$ cat config.mk
export PLATFORM = sky130hd
export DESIGN_NAME = pit_top
export DESIGN_NICKNAME = d
export VERILOG_FILES = /design/src/hdl/pit_pkg.sv /design/src/hdl/pit_top.sv
export SDC_FILE = /design/constraint.sdc
export NUM_CORES = 1
export LEC_CHECK = 0
export BUFFER_PORTS_ARGS = -buffer_cell sky130_fd_sc_hd__buf_4
export CORE_MARGIN = 2
export CORE_UTILIZATION = 63
export CTS_CLUSTER_SIZE = 25
export DETAILED_ROUTE_END_ITERATION = 12
export PLACE_DENSITY = 0.82
export SYNTH_ARGS = -nofsm -noshare
export SYNTH_HDL_FRONTEND = slang
export SYNTH_SLANG_ARGS = --single-unit
$ cat constraint.sdc
create_clock -name clk_i -period 4.1 [get_ports clk_i]
set_clock_uncertainty 0.15 [all_clocks]
set_input_delay 0.82 -clock clk_i [delete_from_list [all_inputs] [get_ports clk_i]]
set_output_delay 0.82 -clock clk_i [all_outputs]
set_load 0.03 [all_outputs]
$ cat src/hdl/pit_pkg.sv
/*
 * constants for the three-channel programmable interval timer:
 * register indices, control word fields, mode and access codes.
 * assumes a classic wishbone slave with 32-bit data, byte data in bits 7:0.
 */
// Functional notes
// - mode field picks one of six modes
// - format bit selects binary or four BCD digits
// - control write clears counter, zero unreadable
// - zero count means 65536 clocks
// - square count one gives 65537 clocks
// - terminal-count mode output low, high at end
// - low gate suspends terminal-count mode counting
// - rewrite stops count, restarts after full load
// - one-shot output high, gate edge starts low
// - one-shot ignores gate low, edge retriggers
// - rate mode starts after load or gate edge
// - rate mode one-clock low pulse every n
// - rate rewrite applies after current pulse
// - low gate forces high, edge restarts count
// - square wave period n, odd split unevenly
// - counts go down, square mode by two
// - square rewrite applies at next output change
// - software strobe single low pulse at end
// - hardware strobe gate-triggered, strobe output
// - latch command snapshots count without disturbing
// - access field selects latch, low, high, both
// - select code three is an illegal combination
// - address three is write-only control word
package pit_pkg;
    // register indices, byte address is four times the index
    localparam logic [1:0] PIT_IDX_CNT0 = 2'h0;
    localparam logic [1:0] PIT_IDX_CNT1 = 2'h1;
    localparam logic [1:0] PIT_IDX_CNT2 = 2'h2;
    localparam logic [1:0] PIT_IDX_CTRL = 2'h3;
    localparam int         PIT_IDX_LSB  = 2;
    // control word fields
    localparam int PIT_CW_SEL_LSB = 6;
    localparam int PIT_CW_ACC_LSB = 4;
    localparam int PIT_CW_MODE_LSB = 1;
    localparam int PIT_CW_BCD_BIT = 0;
    localparam logic [1:0] PIT_SEL_ILLEGAL = 2'h3;
    // byte access codes
    localparam logic [1:0] PIT_ACC_LATCH = 2'h0;
    localparam logic [1:0] PIT_ACC_LSB   = 2'h1;
    localparam logic [1:0] PIT_ACC_MSB   = 2'h2;
    localparam logic [1:0] PIT_ACC_BOTH  = 2'h3;
    // mode codes, rate and square ignore the top bit
    localparam logic [2:0] PIT_MODE_TC    = 3'h0;
    localparam logic [2:0] PIT_MODE_ONESH = 3'h1;
    localparam logic [1:0] PIT_MODE_RATE  = 2'h2;
    localparam logic [1:0] PIT_MODE_SQR   = 2'h3;
    localparam logic [2:0] PIT_MODE_SWSTB = 3'h4;
    localparam logic [2:0] PIT_MODE_HWSTB = 3'h5;
    // reset and count constants
    localparam logic [15:0] PIT_CNT_ZERO  = 16'h0000;
    localparam logic [15:0] PIT_CNT_ONE   = 16'h0001;
    localparam logic [15:0] PIT_CNT_TWO   = 16'h0002;
    localparam logic [1:0]  PIT_ACC_RST   = 2'h3;
    localparam logic [2:0]  PIT_MODE_RST  = 3'h0;
    localparam logic [7:0]  PIT_RD_UNMAP  = 8'h00;
endpackage

$ cat src/hdl/pit_top.sv
/*
 * three 16-bit down-counters with gate inputs and waveform outputs,
 * programmed through control word and count bytes over classic wishbone.
 * assumes count clocks and gates are synchronous to clk_i and that each
 * count clock high and low phase lasts at least one clk_i period.
 */
`timescale 1ns/1ps
module pit_top #(
    parameter int NUM_CNT = 3,
    parameter int ADR_W   = 4
) (
    // system
    input  wire logic               clk_i,
    input  wire logic               rst_i,
    // wishbone slave
    input  wire logic               cyc_i,
    input  wire logic               stb_i,
    input  wire logic               we_i,
    input  wire logic [ADR_W-1:0]   adr_i,
    input  wire logic [3:0]         sel_i,
    input  wire logic [31:0]        dat_i,
    output logic      [31:0]        dat_o,
    output logic                    ack_o,
    // counter pins
    input  wire logic [NUM_CNT-1:0] count_clk_i,
    input  wire logic [NUM_CNT-1:0] counter_gate_inputs_i,
    output logic      [NUM_CNT-1:0] counter_outputs_o
);

    // one digit-wise or binary decrement by one
    function automatic logic [15:0] pit_dec(input logic [15:0] v, input logic bcd);
        logic [15:0] r;
        logic        brw;
        r   = v;
        brw = 1'b1;
        if (!bcd) begin
            r = v - pit_pkg::PIT_CNT_ONE;
        end else begin
            for (int k = 0; k < 4; k++) begin
                if (brw) begin
                    if (r[4*k +: 4] == 4'h0) begin
                        r[4*k +: 4] = 4'h9;
                    end else begin
                        r[4*k +: 4] = r[4*k +: 4] - 4'h1;
                        brw = 1'b0;
                    end
                end
            end
        end
        return r;
    endfunction

    // bus request decode, acting once per cycle
    logic       req;
    logic       wr_req;
    logic       rd_req;
    logic [1:0] idx;
    logic [7:0] wbyte;
    logic       ack_q;
    assign req    = cyc_i & stb_i & ~ack_q;
    // writes land at the edge where the master samples ack high
    assign wr_req = cyc_i & stb_i & ack_q & we_i & sel_i[0];
    assign rd_req = req & ~we_i;
    assign idx    = adr_i[pit_pkg::PIT_IDX_LSB +: 2];
    assign wbyte  = dat_i[7:0];

    // control word fields
    logic [1:0] cw_sel;
    logic [1:0] cw_acc;
    logic [2:0] cw_mode;
    logic       cw_bcd;
    logic       cw_wr;
    assign cw_sel  = wbyte[pit_pkg::PIT_CW_SEL_LSB +: 2];
    assign cw_acc  = wbyte[pit_pkg::PIT_CW_ACC_LSB +: 2];
    assign cw_mode = wbyte[pit_pkg::PIT_CW_MODE_LSB +: 3];
    assign cw_bcd  = wbyte[pit_pkg::PIT_CW_BCD_BIT];
    assign cw_wr   = wr_req && idx == pit_pkg::PIT_IDX_CTRL
                     && cw_sel != pit_pkg::PIT_SEL_ILLEGAL;

    logic [7:0] rd_byte [NUM_CNT];

    genvar g;
    generate
        for (g = 0; g < NUM_CNT; g++) begin : g_cnt
            logic [2:0]  mode_q;
            logic        bcd_q;
            logic [1:0]  acc_q;
            logic [15:0] reload_q;
            logic [15:0] count_q;
            logic [15:0] latch_q;
            logic        latched_q;
            logic        rd_msb_q;
            logic        wr_msb_q;
            logic        load_pend_q;
            logic        hold_q;
            logic        armed_q;
            logic        extra_q;
            logic        out_q;
            logic        cclk_prev_q;
            logic        gate_prev_q;
            logic        trig_q;
            logic        sel_cw;
            logic        cmd_prog;
            logic        cmd_latch;
            logic        wr_cnt;
            logic        rd_cnt;
            logic        full_wr;
            logic        part_wr;
            logic        cedge;
            logic        gate;
            logic        is_rate;
            logic        is_sqr;
            logic [15:0] dec1;
            logic [15:0] sq_load;
            logic [15:0] rd_val;

            assign sel_cw    = cw_wr && cw_sel == 2'(g);
            assign cmd_latch = sel_cw && cw_acc == pit_pkg::PIT_ACC_LATCH;
            assign cmd_prog  = sel_cw && cw_acc != pit_pkg::PIT_ACC_LATCH;
            assign wr_cnt    = wr_req && idx == 2'(g);
            assign rd_cnt    = rd_req && idx == 2'(g);
            assign full_wr   = wr_cnt && (acc_q != pit_pkg::PIT_ACC_BOTH || wr_msb_q);
            assign part_wr   = wr_cnt && acc_q == pit_pkg::PIT_ACC_BOTH && !wr_msb_q;
            assign cedge     = count_clk_i[g] & ~cclk_prev_q;
            assign gate      = counter_gate_inputs_i[g];
            // top bit ignored for rate and square
            assign is_rate   = mode_q[1:0] == pit_pkg::PIT_MODE_RATE;
            assign is_sqr    = mode_q[1:0] == pit_pkg::PIT_MODE_SQR;
            assign dec1      = pit_dec(count_q, bcd_q);
            // even half-period start; odd counts get one extra high clock
            assign sq_load   = {reload_q[15:1], 1'b0};

            // control word and byte pointers
            always_ff @(posedge clk_i) begin
                if (rst_i) begin
                    mode_q   <= pit_pkg::PIT_MODE_RST;
                    bcd_q    <= 1'b0;
                    acc_q    <= pit_pkg::PIT_ACC_RST;
                    wr_msb_q <= 1'b0;
                end else if (cmd_prog) begin
                    mode_q   <= cw_mode;
                    bcd_q    <= cw_bcd;
                    acc_q    <= cw_acc;
                    wr_msb_q <= 1'b0;
                end else if (wr_cnt && acc_q == pit_pkg::PIT_ACC_BOTH) begin
                    wr_msb_q <= ~wr_msb_q;
                end
            end

            // count register written by software
            always_ff @(posedge clk_i) begin
                if (rst_i) begin
                    reload_q <= pit_pkg::PIT_CNT_ZERO;
                end else if (wr_cnt) begin
                    case (acc_q)
                        pit_pkg::PIT_ACC_LSB: reload_q <= {8'h00, wbyte};
                        pit_pkg::PIT_ACC_MSB: reload_q <= {wbyte, 8'h00};
                        default: begin
                            if (wr_msb_q) begin
                                reload_q[15:8] <= wbyte;
                            end else begin
                                reload_q[7:0] <= wbyte;
                            end
                        end
                    endcase
                end
            end

            // gate edge detect; trigger held until a count edge uses it
            always_ff @(posedge clk_i) begin
                if (rst_i) begin
                    // track pin levels so a high pin gives no false edge at release
                    gate_prev_q <= gate;
                    cclk_prev_q <= count_clk_i[g];
                    trig_q      <= 1'b0;
                end else begin
                    gate_prev_q <= gate;
                    cclk_prev_q <= count_clk_i[g];
                    if (gate && !gate_prev_q) begin
                        trig_q <= 1'b1;
                    end else if (cedge || cmd_prog) begin
                        trig_q <= 1'b0;
                    end
                end
            end

            // counting engine and output waveform
            always_ff @(posedge clk_i) begin
                if (rst_i) begin
                    count_q     <= pit_pkg::PIT_CNT_ZERO;
                    load_pend_q <= 1'b0;
                    hold_q      <= 1'b0;
                    armed_q     <= 1'b0;
                    extra_q     <= 1'b0;
                    out_q       <= 1'b0;
                end else if (cmd_prog) begin
                    count_q     <= pit_pkg::PIT_CNT_ZERO;
                    load_pend_q <= 1'b0;
                    hold_q      <= 1'b0;
                    armed_q     <= 1'b0;
                    extra_q     <= 1'b0;
                    out_q       <= cw_mode != pit_pkg::PIT_MODE_TC;
                end else begin
                    // stop at first byte, resume on full count
                    if (part_wr && mode_q == pit_pkg::PIT_MODE_TC) begin
                        hold_q <= 1'b1;
                    end
                    if (full_wr && mode_q != pit_pkg::PIT_MODE_ONESH
                        && mode_q != pit_pkg::PIT_MODE_HWSTB) begin
                        if (!armed_q || mode_q == pit_pkg::PIT_MODE_TC
                            || mode_q == pit_pkg::PIT_MODE_SWSTB) begin
                            load_pend_q <= 1'b1;
                        end
                        hold_q <= 1'b0;
                        if (mode_q == pit_pkg::PIT_MODE_TC) begin
                            out_q <= 1'b0;
                        end
                    end
                    // low gate forces output high at once
                    if ((is_rate || is_sqr) && !gate) begin
                        out_q   <= 1'b1;
                        armed_q <= 1'b0;
                    end else if (cedge) begin
                        case (mode_q)
                            pit_pkg::PIT_MODE_TC, pit_pkg::PIT_MODE_SWSTB: begin
                                if (load_pend_q && !full_wr) begin
                                    count_q     <= reload_q;
                                    load_pend_q <= 1'b0;
                                    armed_q     <= 1'b1;
                                end else if (armed_q && !hold_q && !gate
                                             && mode_q == pit_pkg::PIT_MODE_SWSTB) begin
                                    // low gate restarts from loaded value
                                    load_pend_q <= 1'b1;
                                end else if (armed_q && !hold_q && gate) begin
                                    count_q <= dec1;
                                    if (dec1 == pit_pkg::PIT_CNT_ZERO) begin
                                        out_q <= mode_q == pit_pkg::PIT_MODE_TC;
                                        armed_q <= mode_q == pit_pkg::PIT_MODE_TC;
                                    end else begin
                                        out_q <= out_q | (mode_q == pit_pkg::PIT_MODE_SWSTB);
                                    end
                                end else begin
                                    out_q <= out_q | (mode_q == pit_pkg::PIT_MODE_SWSTB);
                                end
                            end
                            pit_pkg::PIT_MODE_ONESH, pit_pkg::PIT_MODE_HWSTB: begin
                                if (trig_q) begin
                                    count_q <= reload_q;
                                    armed_q <= 1'b1;
                                    out_q   <= mode_q == pit_pkg::PIT_MODE_HWSTB;
                                end else if (armed_q) begin
                                    count_q <= dec1;
                                    if (dec1 == pit_pkg::PIT_CNT_ZERO) begin
                                        out_q   <= mode_q == pit_pkg::PIT_MODE_ONESH;
                                        armed_q <= 1'b0;
                                    end else begin
                                        out_q <= out_q | (mode_q == pit_pkg::PIT_MODE_HWSTB);
                                    end
                                end else begin
                                    out_q <= 1'b1;
                                end
                            end
                            default: begin
                                if (trig_q || (load_pend_q && !full_wr)) begin
                                    // start after load or gate edge
                                    count_q     <= is_sqr ? sq_load : reload_q;
                                    extra_q     <= is_sqr & reload_q[0];
                                    load_pend_q <= 1'b0;
                                    armed_q     <= 1'b1;
                                    out_q       <= 1'b1;
                                end else if (armed_q && is_rate) begin
                                    // low for one clock every n
                                    if (count_q == pit_pkg::PIT_CNT_ONE) begin
                                        count_q <= reload_q;
                                        out_q   <= 1'b1;
                                    end else begin
                                        count_q <= dec1;
                                        out_q   <= dec1 != pit_pkg::PIT_CNT_ONE;
                                    end
                                end else if (armed_q) begin
                                    if (count_q == pit_pkg::PIT_CNT_TWO && extra_q) begin
                                        extra_q <= 1'b0;
                                    end else if (count_q == pit_pkg::PIT_CNT_TWO) begin
                                        count_q <= sq_load;
                                        out_q   <= ~out_q;
                                        extra_q <= ~out_q & reload_q[0];
                                    end else begin
                                        count_q <= pit_dec(dec1, bcd_q);
                                    end
                                end
                            end
                        endcase
                    end
                end
            end

            // snapshot and read pointer; a held latch ignores new latch commands
            always_ff @(posedge clk_i) begin
                if (rst_i) begin
                    latch_q   <= pit_pkg::PIT_CNT_ZERO;
                    latched_q <= 1'b0;
                    rd_msb_q  <= 1'b0;
                end else if (cmd_prog) begin
                    latched_q <= 1'b0;
                    rd_msb_q  <= 1'b0;
                end else begin
                    if (cmd_latch && !latched_q) begin
                        latch_q   <= rd_val;
                        latched_q <= 1'b1;
                    end else if (rd_cnt && latched_q
                                 && (acc_q != pit_pkg::PIT_ACC_BOTH || rd_msb_q)) begin
                        latched_q <= 1'b0;
                    end
                    if (rd_cnt && acc_q == pit_pkg::PIT_ACC_BOTH) begin
                        rd_msb_q <= ~rd_msb_q;
                    end
                end
            end

            // unloaded counter reads the count register, not the cleared zero
            // direct reads are only stable while halted
            assign rd_val = (armed_q || load_pend_q) ? count_q : reload_q;

            // byte presented for a read
            always_comb begin
                logic [15:0] v;
                v = latched_q ? latch_q : rd_val;
                case (acc_q)
                    pit_pkg::PIT_ACC_MSB: rd_byte[g] = v[15:8];
                    pit_pkg::PIT_ACC_BOTH: rd_byte[g] = rd_msb_q ? v[15:8] : v[7:0];
                    default: rd_byte[g] = v[7:0];
                endcase
            end

            assign counter_outputs_o[g] = out_q;
        end
    endgenerate

    // bus answer: one wait state, registered data
    always_ff @(posedge clk_i) begin
        if (rst_i) begin
            ack_q <= 1'b0;
            dat_o <= 32'h0000_0000;
        end else begin
            ack_q <= req;
            if (rd_req) begin
                if (idx == pit_pkg::PIT_IDX_CTRL || int'(idx) >= NUM_CNT) begin
                    dat_o <= {24'h000000, pit_pkg::PIT_RD_UNMAP};
                end else begin
                    dat_o <= {24'h000000, rd_byte[idx]};
                end
            end
        end
    end

    assign ack_o = ack_q;

endmodule

==> results of run 1 <==
==> how the worst max path moves through the flow <==
stage                           endpoint  slack (ns)  cells past startpoint
detailed placement  g_cnt[2].count_q[14]        0.24                     11
CTS                 g_cnt[2].count_q[14]        0.21                     11
global route              g_cnt[2].out_q        0.11                     11
floorplan            g_cnt[0].count_q[1]        0.48                     10
finish              g_cnt[2].count_q[14]        0.26                     11
global placement    g_cnt[2].count_q[14]        0.30                     11
==> registers in the layout, summed over array words and instances, names as in the netlist <==
signal and count:
ack_o 1, g_cnt.trig_q 3, g_cnt.gate_prev_q 3, g_cnt.reload_q 48, g_cnt.latch_q 48, g_cnt.bcd_q 3
g_cnt.count_q 48, g_cnt.out_q 3, g_cnt.armed_q 3, g_cnt.mode_q 9, g_cnt.rd_msb_q 3, g_cnt.latched_q 3
g_cnt.wr_msb_q 3, g_cnt.acc_q 6, g_cnt.load_pend_q 3, g_cnt.extra_q 3, g_cnt.hold_q 3, dat_o 8
g_cnt.cclk_prev_q 3
==> power groups by stage <==
| stage | clock network, mW | registers (mW) | logic, mW |
|---|---|---|---|
| after floorplan | 0 | 2.06 | 0.347 |
| after global placement | 0 | 2.06 | 0.460 |
| after detailed placement | 0 | 2.06 | 0.464 |
| after CTS | 2.27 | 2.02 | 0.467 |
| after global routing | 2.37 | 2.02 | 0.514 |
| final | 2.27 | 2.02 | 0.483 |
==> layer usage <==
layer / vias to the layer above / part of all wire, % / wire length, um / GRT usage (%)
met5: - / 0.025 / 13 / 0
met4: 2 / 5.8 / 2980 / 21.6
met3: 181 / 10 / 5130 / 7.39
met2: 935 / 44 / 22500 / 61.5
met1: 7617 / 40 / 20400 / 52.7
li1: 7628 / - / - / -
==> what timing repair did <==
action / in CTS / in global routing
setup buffers: 0 / 0
gates resized for setup: 0 / 2
endpoints found under the hold margin: 0 / 0
endpoints found under the setup margin: 0 / 2
==> layout make-up <==
class	count	area share (%)
antenna	1	0.0152
tap	319	2.43
clock inverter	9	0.662
inverter	44	1.01
multi-input combinational	1677	61.2
sequential	204	24.9
clock buffer	35	4.46
timing repair buffer	115	5.33
==> cells in the mapped netlist, drive strengths merged (15+ instances only) <==
cell / n / area [um2]
inv: 42 / 158
nand2: 197 / 739
o21ai: 131 / 656
or3: 22 / 138
nand2b: 20 / 125
and3: 15 / 93.8
clkbuf: 133 / 503
ha: 27 / 338
or2: 21 / 131
nor2: 257 / 967
nor2b: 24 / 150
a21oi: 202 / 1010
dfxtp: 204 / 4080
and2: 25 / 156
nor4: 23 / 184
xnor2: 30 / 263
o211ai: 15 / 113
nor3: 61 / 305
a31oi: 27 / 169
a211oi: 80 / 601
nand3: 99 / 495
mux2i: 74 / 741
buf: 45 / 292
a221oi: 22 / 193
xor2: 24 / 210
nand4: 23 / 144
o31ai: 17 / 128
==> stage by stage <==
step / instances / hold slack [ns] / util, %
after detailed placement: 2359 / 0.295 / 66.6
final: 2404 / 0.254 / 70.2
after floorplan: 2103 / 0.294 / -
after CTS: 2403 / 0.251 / 70.2
after global routing: 2403 / 0.250 / 70.2
after global placement: 2359 / 0.293 / 66.6
==> kinds of logic after synthesis <==
group	synth area share, %
AND/OR/NAND/NOR	26.4
buffers and inverters	6.40
XOR/XNOR	3.16
AO/OA/AOI/OAI	29.2
flip-flops	27.3
adder cells (fa/ha/maj)	2.25
other	0.0250
multiplexers	5.39
==> summary.txt, run 1 <==
Die area -> 25000 um2
Switching share of power -> 26.1%
Top delay family on crit path -> simple AND/OR/NAND/NOR gates
PwrDens -> 291 nW/um2
Post-route ant nets -> 0
Hold Crit Depth -> 1
IO Pins -> 87
Largest net degree at the start of global routing -> 69
Synthesized instance count -> 2080
Async SR Flop Fraction -> 0%
HPWL reported at the end of detailed placement -> 37400 um
Critical path, cell by cell -> inv_1 > ha_1 > or3b_1 > nand2_1 > o21ai_0 > a21oi_1 > or4b_4 > or4b_1 > a21oi_1 > a211o_1 > o21ai_1
Chip width -> 158 um
H-tree level count -> 1
Crit path buf inv count -> 1
Slew margin rel. -> 10.7%
Comb pwr share -> 10.1%
Count of different cell masters after synthesis -> 86
Startpoint types -> flip-flop
Commonest cells after routing, fill and taps aside -> 255 x nor2_1, 204 x dfxtp_1, 202 x a21oi_1
Synth warnings -> 0
Antenna violations before repair -> 2
Final Max Slew Viols -> 0
Multi-input gate area -> 10100 um2
Post-CTS Hold Buffers -> 0
Clock network power share -> 47.6%
FF+latch area -> 4080 um2
Max Cap Viol -> 0
Initial Util -> 64.0%
CP most frequent cell -> a21oi_1
Part of the cycle the worst path needs -> 93.6%
R2r setup slk -> 0.26 ns
Period minus WS final -> 3.84 ns
Mapped cell area -> 15000 um2
Port Buffers -> 33
All-Layer GR Usage -> 39.8%
Root Buffer -> clkbuf_16
Unrepaired setup endpoints after global routing -> no
Worst Tran Pin Value -> 1.34 ns
Placed Instance Area -> 15600 um2
Commonest non-fill, non-tap cell in the layout -> nor2_1
Crit path DAT -> 4.10 ns
CTS sink cnt -> 204
Worst Hold Class -> primary input to flip-flop
Internal Power -> 3.53 mW
Fillers -> 1983
Launching point of the worst reg2reg path -> g_cnt[2].count_q[1]
FP Rows -> 56
Flops & latches, synth -> 204
Layout cell share with drive strength beyond 1 -> 9.74%
Pre-antenna DRT Iters -> 9
Vias per cell -> 6.81
Critical Path End Type -> flip-flop
Reg2reg end -> g_cnt[2].count_q[14]
Number of global-route vias before repair -> 14398
First-pass GRT wire length -> 78900 um
Slowest-stage cell, CP -> or4b_4
Final Cell Area -> 16400 um2
Setup Crit Path Kind -> flip-flop to flip-flop
CTS Buf Count -> 24
Clk buf depth -> 3
EDFF count, synth -> 0
DRT Wirelength -> 51000 um
Vias -> 16363
Initial DRC count -> 2202
Clk_lat worst skew -> 0.53 ns
Design Power -> 4.78 mW
Worst hold endpoint -> g_cnt[0].cclk_prev_q
Slowest Stage Delay on Critical Path -> 0.61 ns
Hold Fails Final Rpt -> 0
Pre-CTS setup slack -> 0.240 ns
Die H -> 158 um
Top_reg_cell synth -> dfxtp_1
Status -> complete, no violations
P_leak -> 6.48 nW
Sequential share of power -> 42.3%
R2R depth -> 11
Worst endpoint required time -> 4.36 ns
Area added between synthesis and finish -> 9.64%
Total Neg Setup Slack -> 0 ns
Worst setup path startpoint -> g_cnt[2].count_q[1]
CTS tree -> done
Register area share after synthesis -> 27.3%
CTS clk-pin slew, worst paths -> 0.06 ns
Core area -> 23400 um2
Syn_area_per_cell -> 7.20 um2
Final net count -> 2144
Peak supply drop -> 0.275 mV
Wire per inst -> 21.2 um
Max Freq -> 260 MHz
Grt ovf -> 0
Count of final setup violators -> 0
Setup ws final -> 0.261 ns
Hold Startpoint -> count_clk_i[0]
CP max FO -> 8
Routability congestion estimate -> 1.04
Psw -> 1.25 mW
DRC Markers -> 0
Power figures use the tool's default switching activity.
==> inputs of run 2 (changes only) <==
- BUFFER_PORTS_ARGS: -buffer_cell sky130_fd_sc_hd__buf_4 -> -buffer_cell sky130_fd_sc_hd__buf_2
==> summary.txt, run 2 (same netlist as run 1, synthesis figures left out) <==
Routability congestion estimate -> 1.02
Clk buf depth -> 3
Core area -> 23400 um2
Max Freq -> 257 MHz
H-tree level count -> 1
IO Pins -> 87
Placed Instance Area -> 15500 um2
CP max FO -> 8
Post-cts sizing count -> 0
Critical Path End Type -> flip-flop
Vias -> 16436
Total Neg Setup Slack -> 0 ns
Final Cell Area -> 16400 um2
Grt ovf -> 0
Sequential share of power -> 41.7%
CTS clk-pin slew, worst paths -> 0.06 ns
Part of the cycle the worst path needs -> 95.1%
Largest net degree at the start of global routing -> 75
Status -> complete, no violations
Crit path DAT -> 4.17 ns
Clk_lat worst skew -> 0.52 ns
Worst Hold Class -> primary input to flip-flop
Worst endpoint required time -> 4.37 ns
Initial DRC count -> 2054
CTS sink cnt -> 204
HPWL reported at the end of detailed placement -> 37800 um
Slew margin rel. -> 19.9%
Final net count -> 2143
Startpoint types -> flip-flop
Antenna violations before repair -> 2
Period minus WS final -> 3.90 ns
Die area -> 25000 um2
Pre-antenna DRT Iters -> 8
Initial Util -> 64.0%
Post-CTS Hold Buffers -> 0
Switching share of power -> 25.6%
Biggest regs -> g_cnt.count_q: 48 flops, g_cnt.latch_q: 48 flops, g_cnt.reload_q: 48 flops
Commonest cells after routing, fill and taps aside -> 255 x nor2_1, 204 x dfxtp_1, 202 x a21oi_1
Wire per inst -> 21.5 um
CTS Buf Count -> 24
FP Rows -> 56
Worst Tran Pin Value -> 1.20 ns
First-pass GRT wire length -> 81000 um
Psw -> 1.24 mW
Internal Power -> 3.60 mW
Hold Fails Final Rpt -> 0
DRT Wirelength -> 51600 um
Unrepaired setup endpoints after global routing -> no
Count of final setup violators -> 0
Post-CTS Setup Bufs -> 0
Vias per cell -> 6.84
Comb pwr share -> 10.1%
Commonest non-fill, non-tap cell in the layout -> nor2_1
Layout cell share with drive strength beyond 1 -> 9.65%
Root Buffer -> clkbuf_16
Setup Crit Path Kind -> flip-flop to flip-flop
Port Buffers -> 33
Number of global-route vias before repair -> 14940
Die H -> 158 um
Area added between synthesis and finish -> 9.25%
All-Layer GR Usage -> 40.7%
PwrDens -> 296 nW/um2
CTS tree -> done
DRC Markers -> 0
Post-route ant nets -> 0
Clock network power share -> 48.2%
Peak supply drop -> 0.286 mV
Chip width -> 158 um
P_leak -> 6.46 nW
Max Cap Viol -> 0
Final Max Slew Viols -> 0
==> run 2: cell count changes in the layout (fill, tap and decap cells not counted) <==
cell and delta:
buf_2 +32, buf_4 -33, bufinv_16 +1, clkbuf_1 -1, clkbuf_8 +1, clkinv_2 -2
clkinvlp_4 +3, diode_2 +1, inv_6 -2, nor3b_1 +1, nor3b_2 -1, or4b_1 +1
or4b_4 -1
==> run 2: final cells by class <==
class	count	area [um2]
Timing Repair Buffer	114	788
Sequential cell	204	4080
Fill cell	2003	7030
Clock buffer	35	743
Tap cell	319	399
Multi-Input combinational cell	1677	10100
Inverter	44	165
Antenna cell	2	5.00
Clock inverter	9	134
==> run 2: per-layer routing <==
metal / global-route usage, % / vias to the layer above / wire length [um]
met3: 7.12 / 190 / 5340
met2: 64.6 / 1020 / 23200
met1: 52.4 / 7594 / 20100
met5: 0 / - / 0
li1: - / 7632 / -
met4: 22.4 / 0 / 3010
==> run 2: metrics by stage <==
| stage | instances | setup WS, ns | total power, mW | hold WS, ns | utilization (%) |
|---|---|---|---|---|---|
| 6_report | 2404 | 0.203 | 4.84 | 0.266 | 70.0 |
| 3_5_place_dp | 2358 | 0.300 | 2.53 | 0.295 | 66.2 |
| 5_1_grt | 2402 | 0.00962 | 4.96 | 0.265 | 69.9 |
| 3_3_place_gp | 2358 | 0.343 | 2.53 | 0.287 | 66.2 |
| 2_1_floorplan | 2103 | 0.478 | 2.41 | 0.294 | - |
| 4_1_cts | 2402 | 0.292 | 4.82 | 0.264 | 69.9 |
==> run 2: worst paths after layout <==
| path | from | depth (start not counted) | end | slack, ns |
|---|---|---|---|---|
| max | g_cnt[2].count_q[1] | 11 | g_cnt[2].count_q[14] | 0.20 |
| min | count_clk_i[0] | 1 | g_cnt[0].cclk_prev_q | 0.27 |
| max reg2reg | g_cnt[2].count_q[1] | 11 | g_cnt[2].count_q[14] | 0.20 |
| min reg2reg | dat_o[4] | 2 | dat_o[4] | 0.30 |
==> run 2: power groups by stage <==
stage | sequential [mW] | clock, mW | combinational (mW)
final | 2.02 | 2.34 | 0.487
after global routing | 2.02 | 2.42 | 0.520
after CTS | 2.02 | 2.34 | 0.469
after detailed placement | 2.06 | 0 | 0.466
after global placement | 2.06 | 0 | 0.464
after floorplan | 2.06 | 0 | 0.347
==> run 2: critical path, stage by stage (launching register included) <==
cell	delay, ns
dfxtp_1	0.32
inv_1	0.13
ha_1	0.28
nand2_1	0.16
a2111oi_0	0.65
xnor2_1	0.26
nand3_1	0.18
or4b_1	0.69
or4b_1	0.53
a21oi_1	0.23
a211o_1	0.15
o21ai_1	0.05
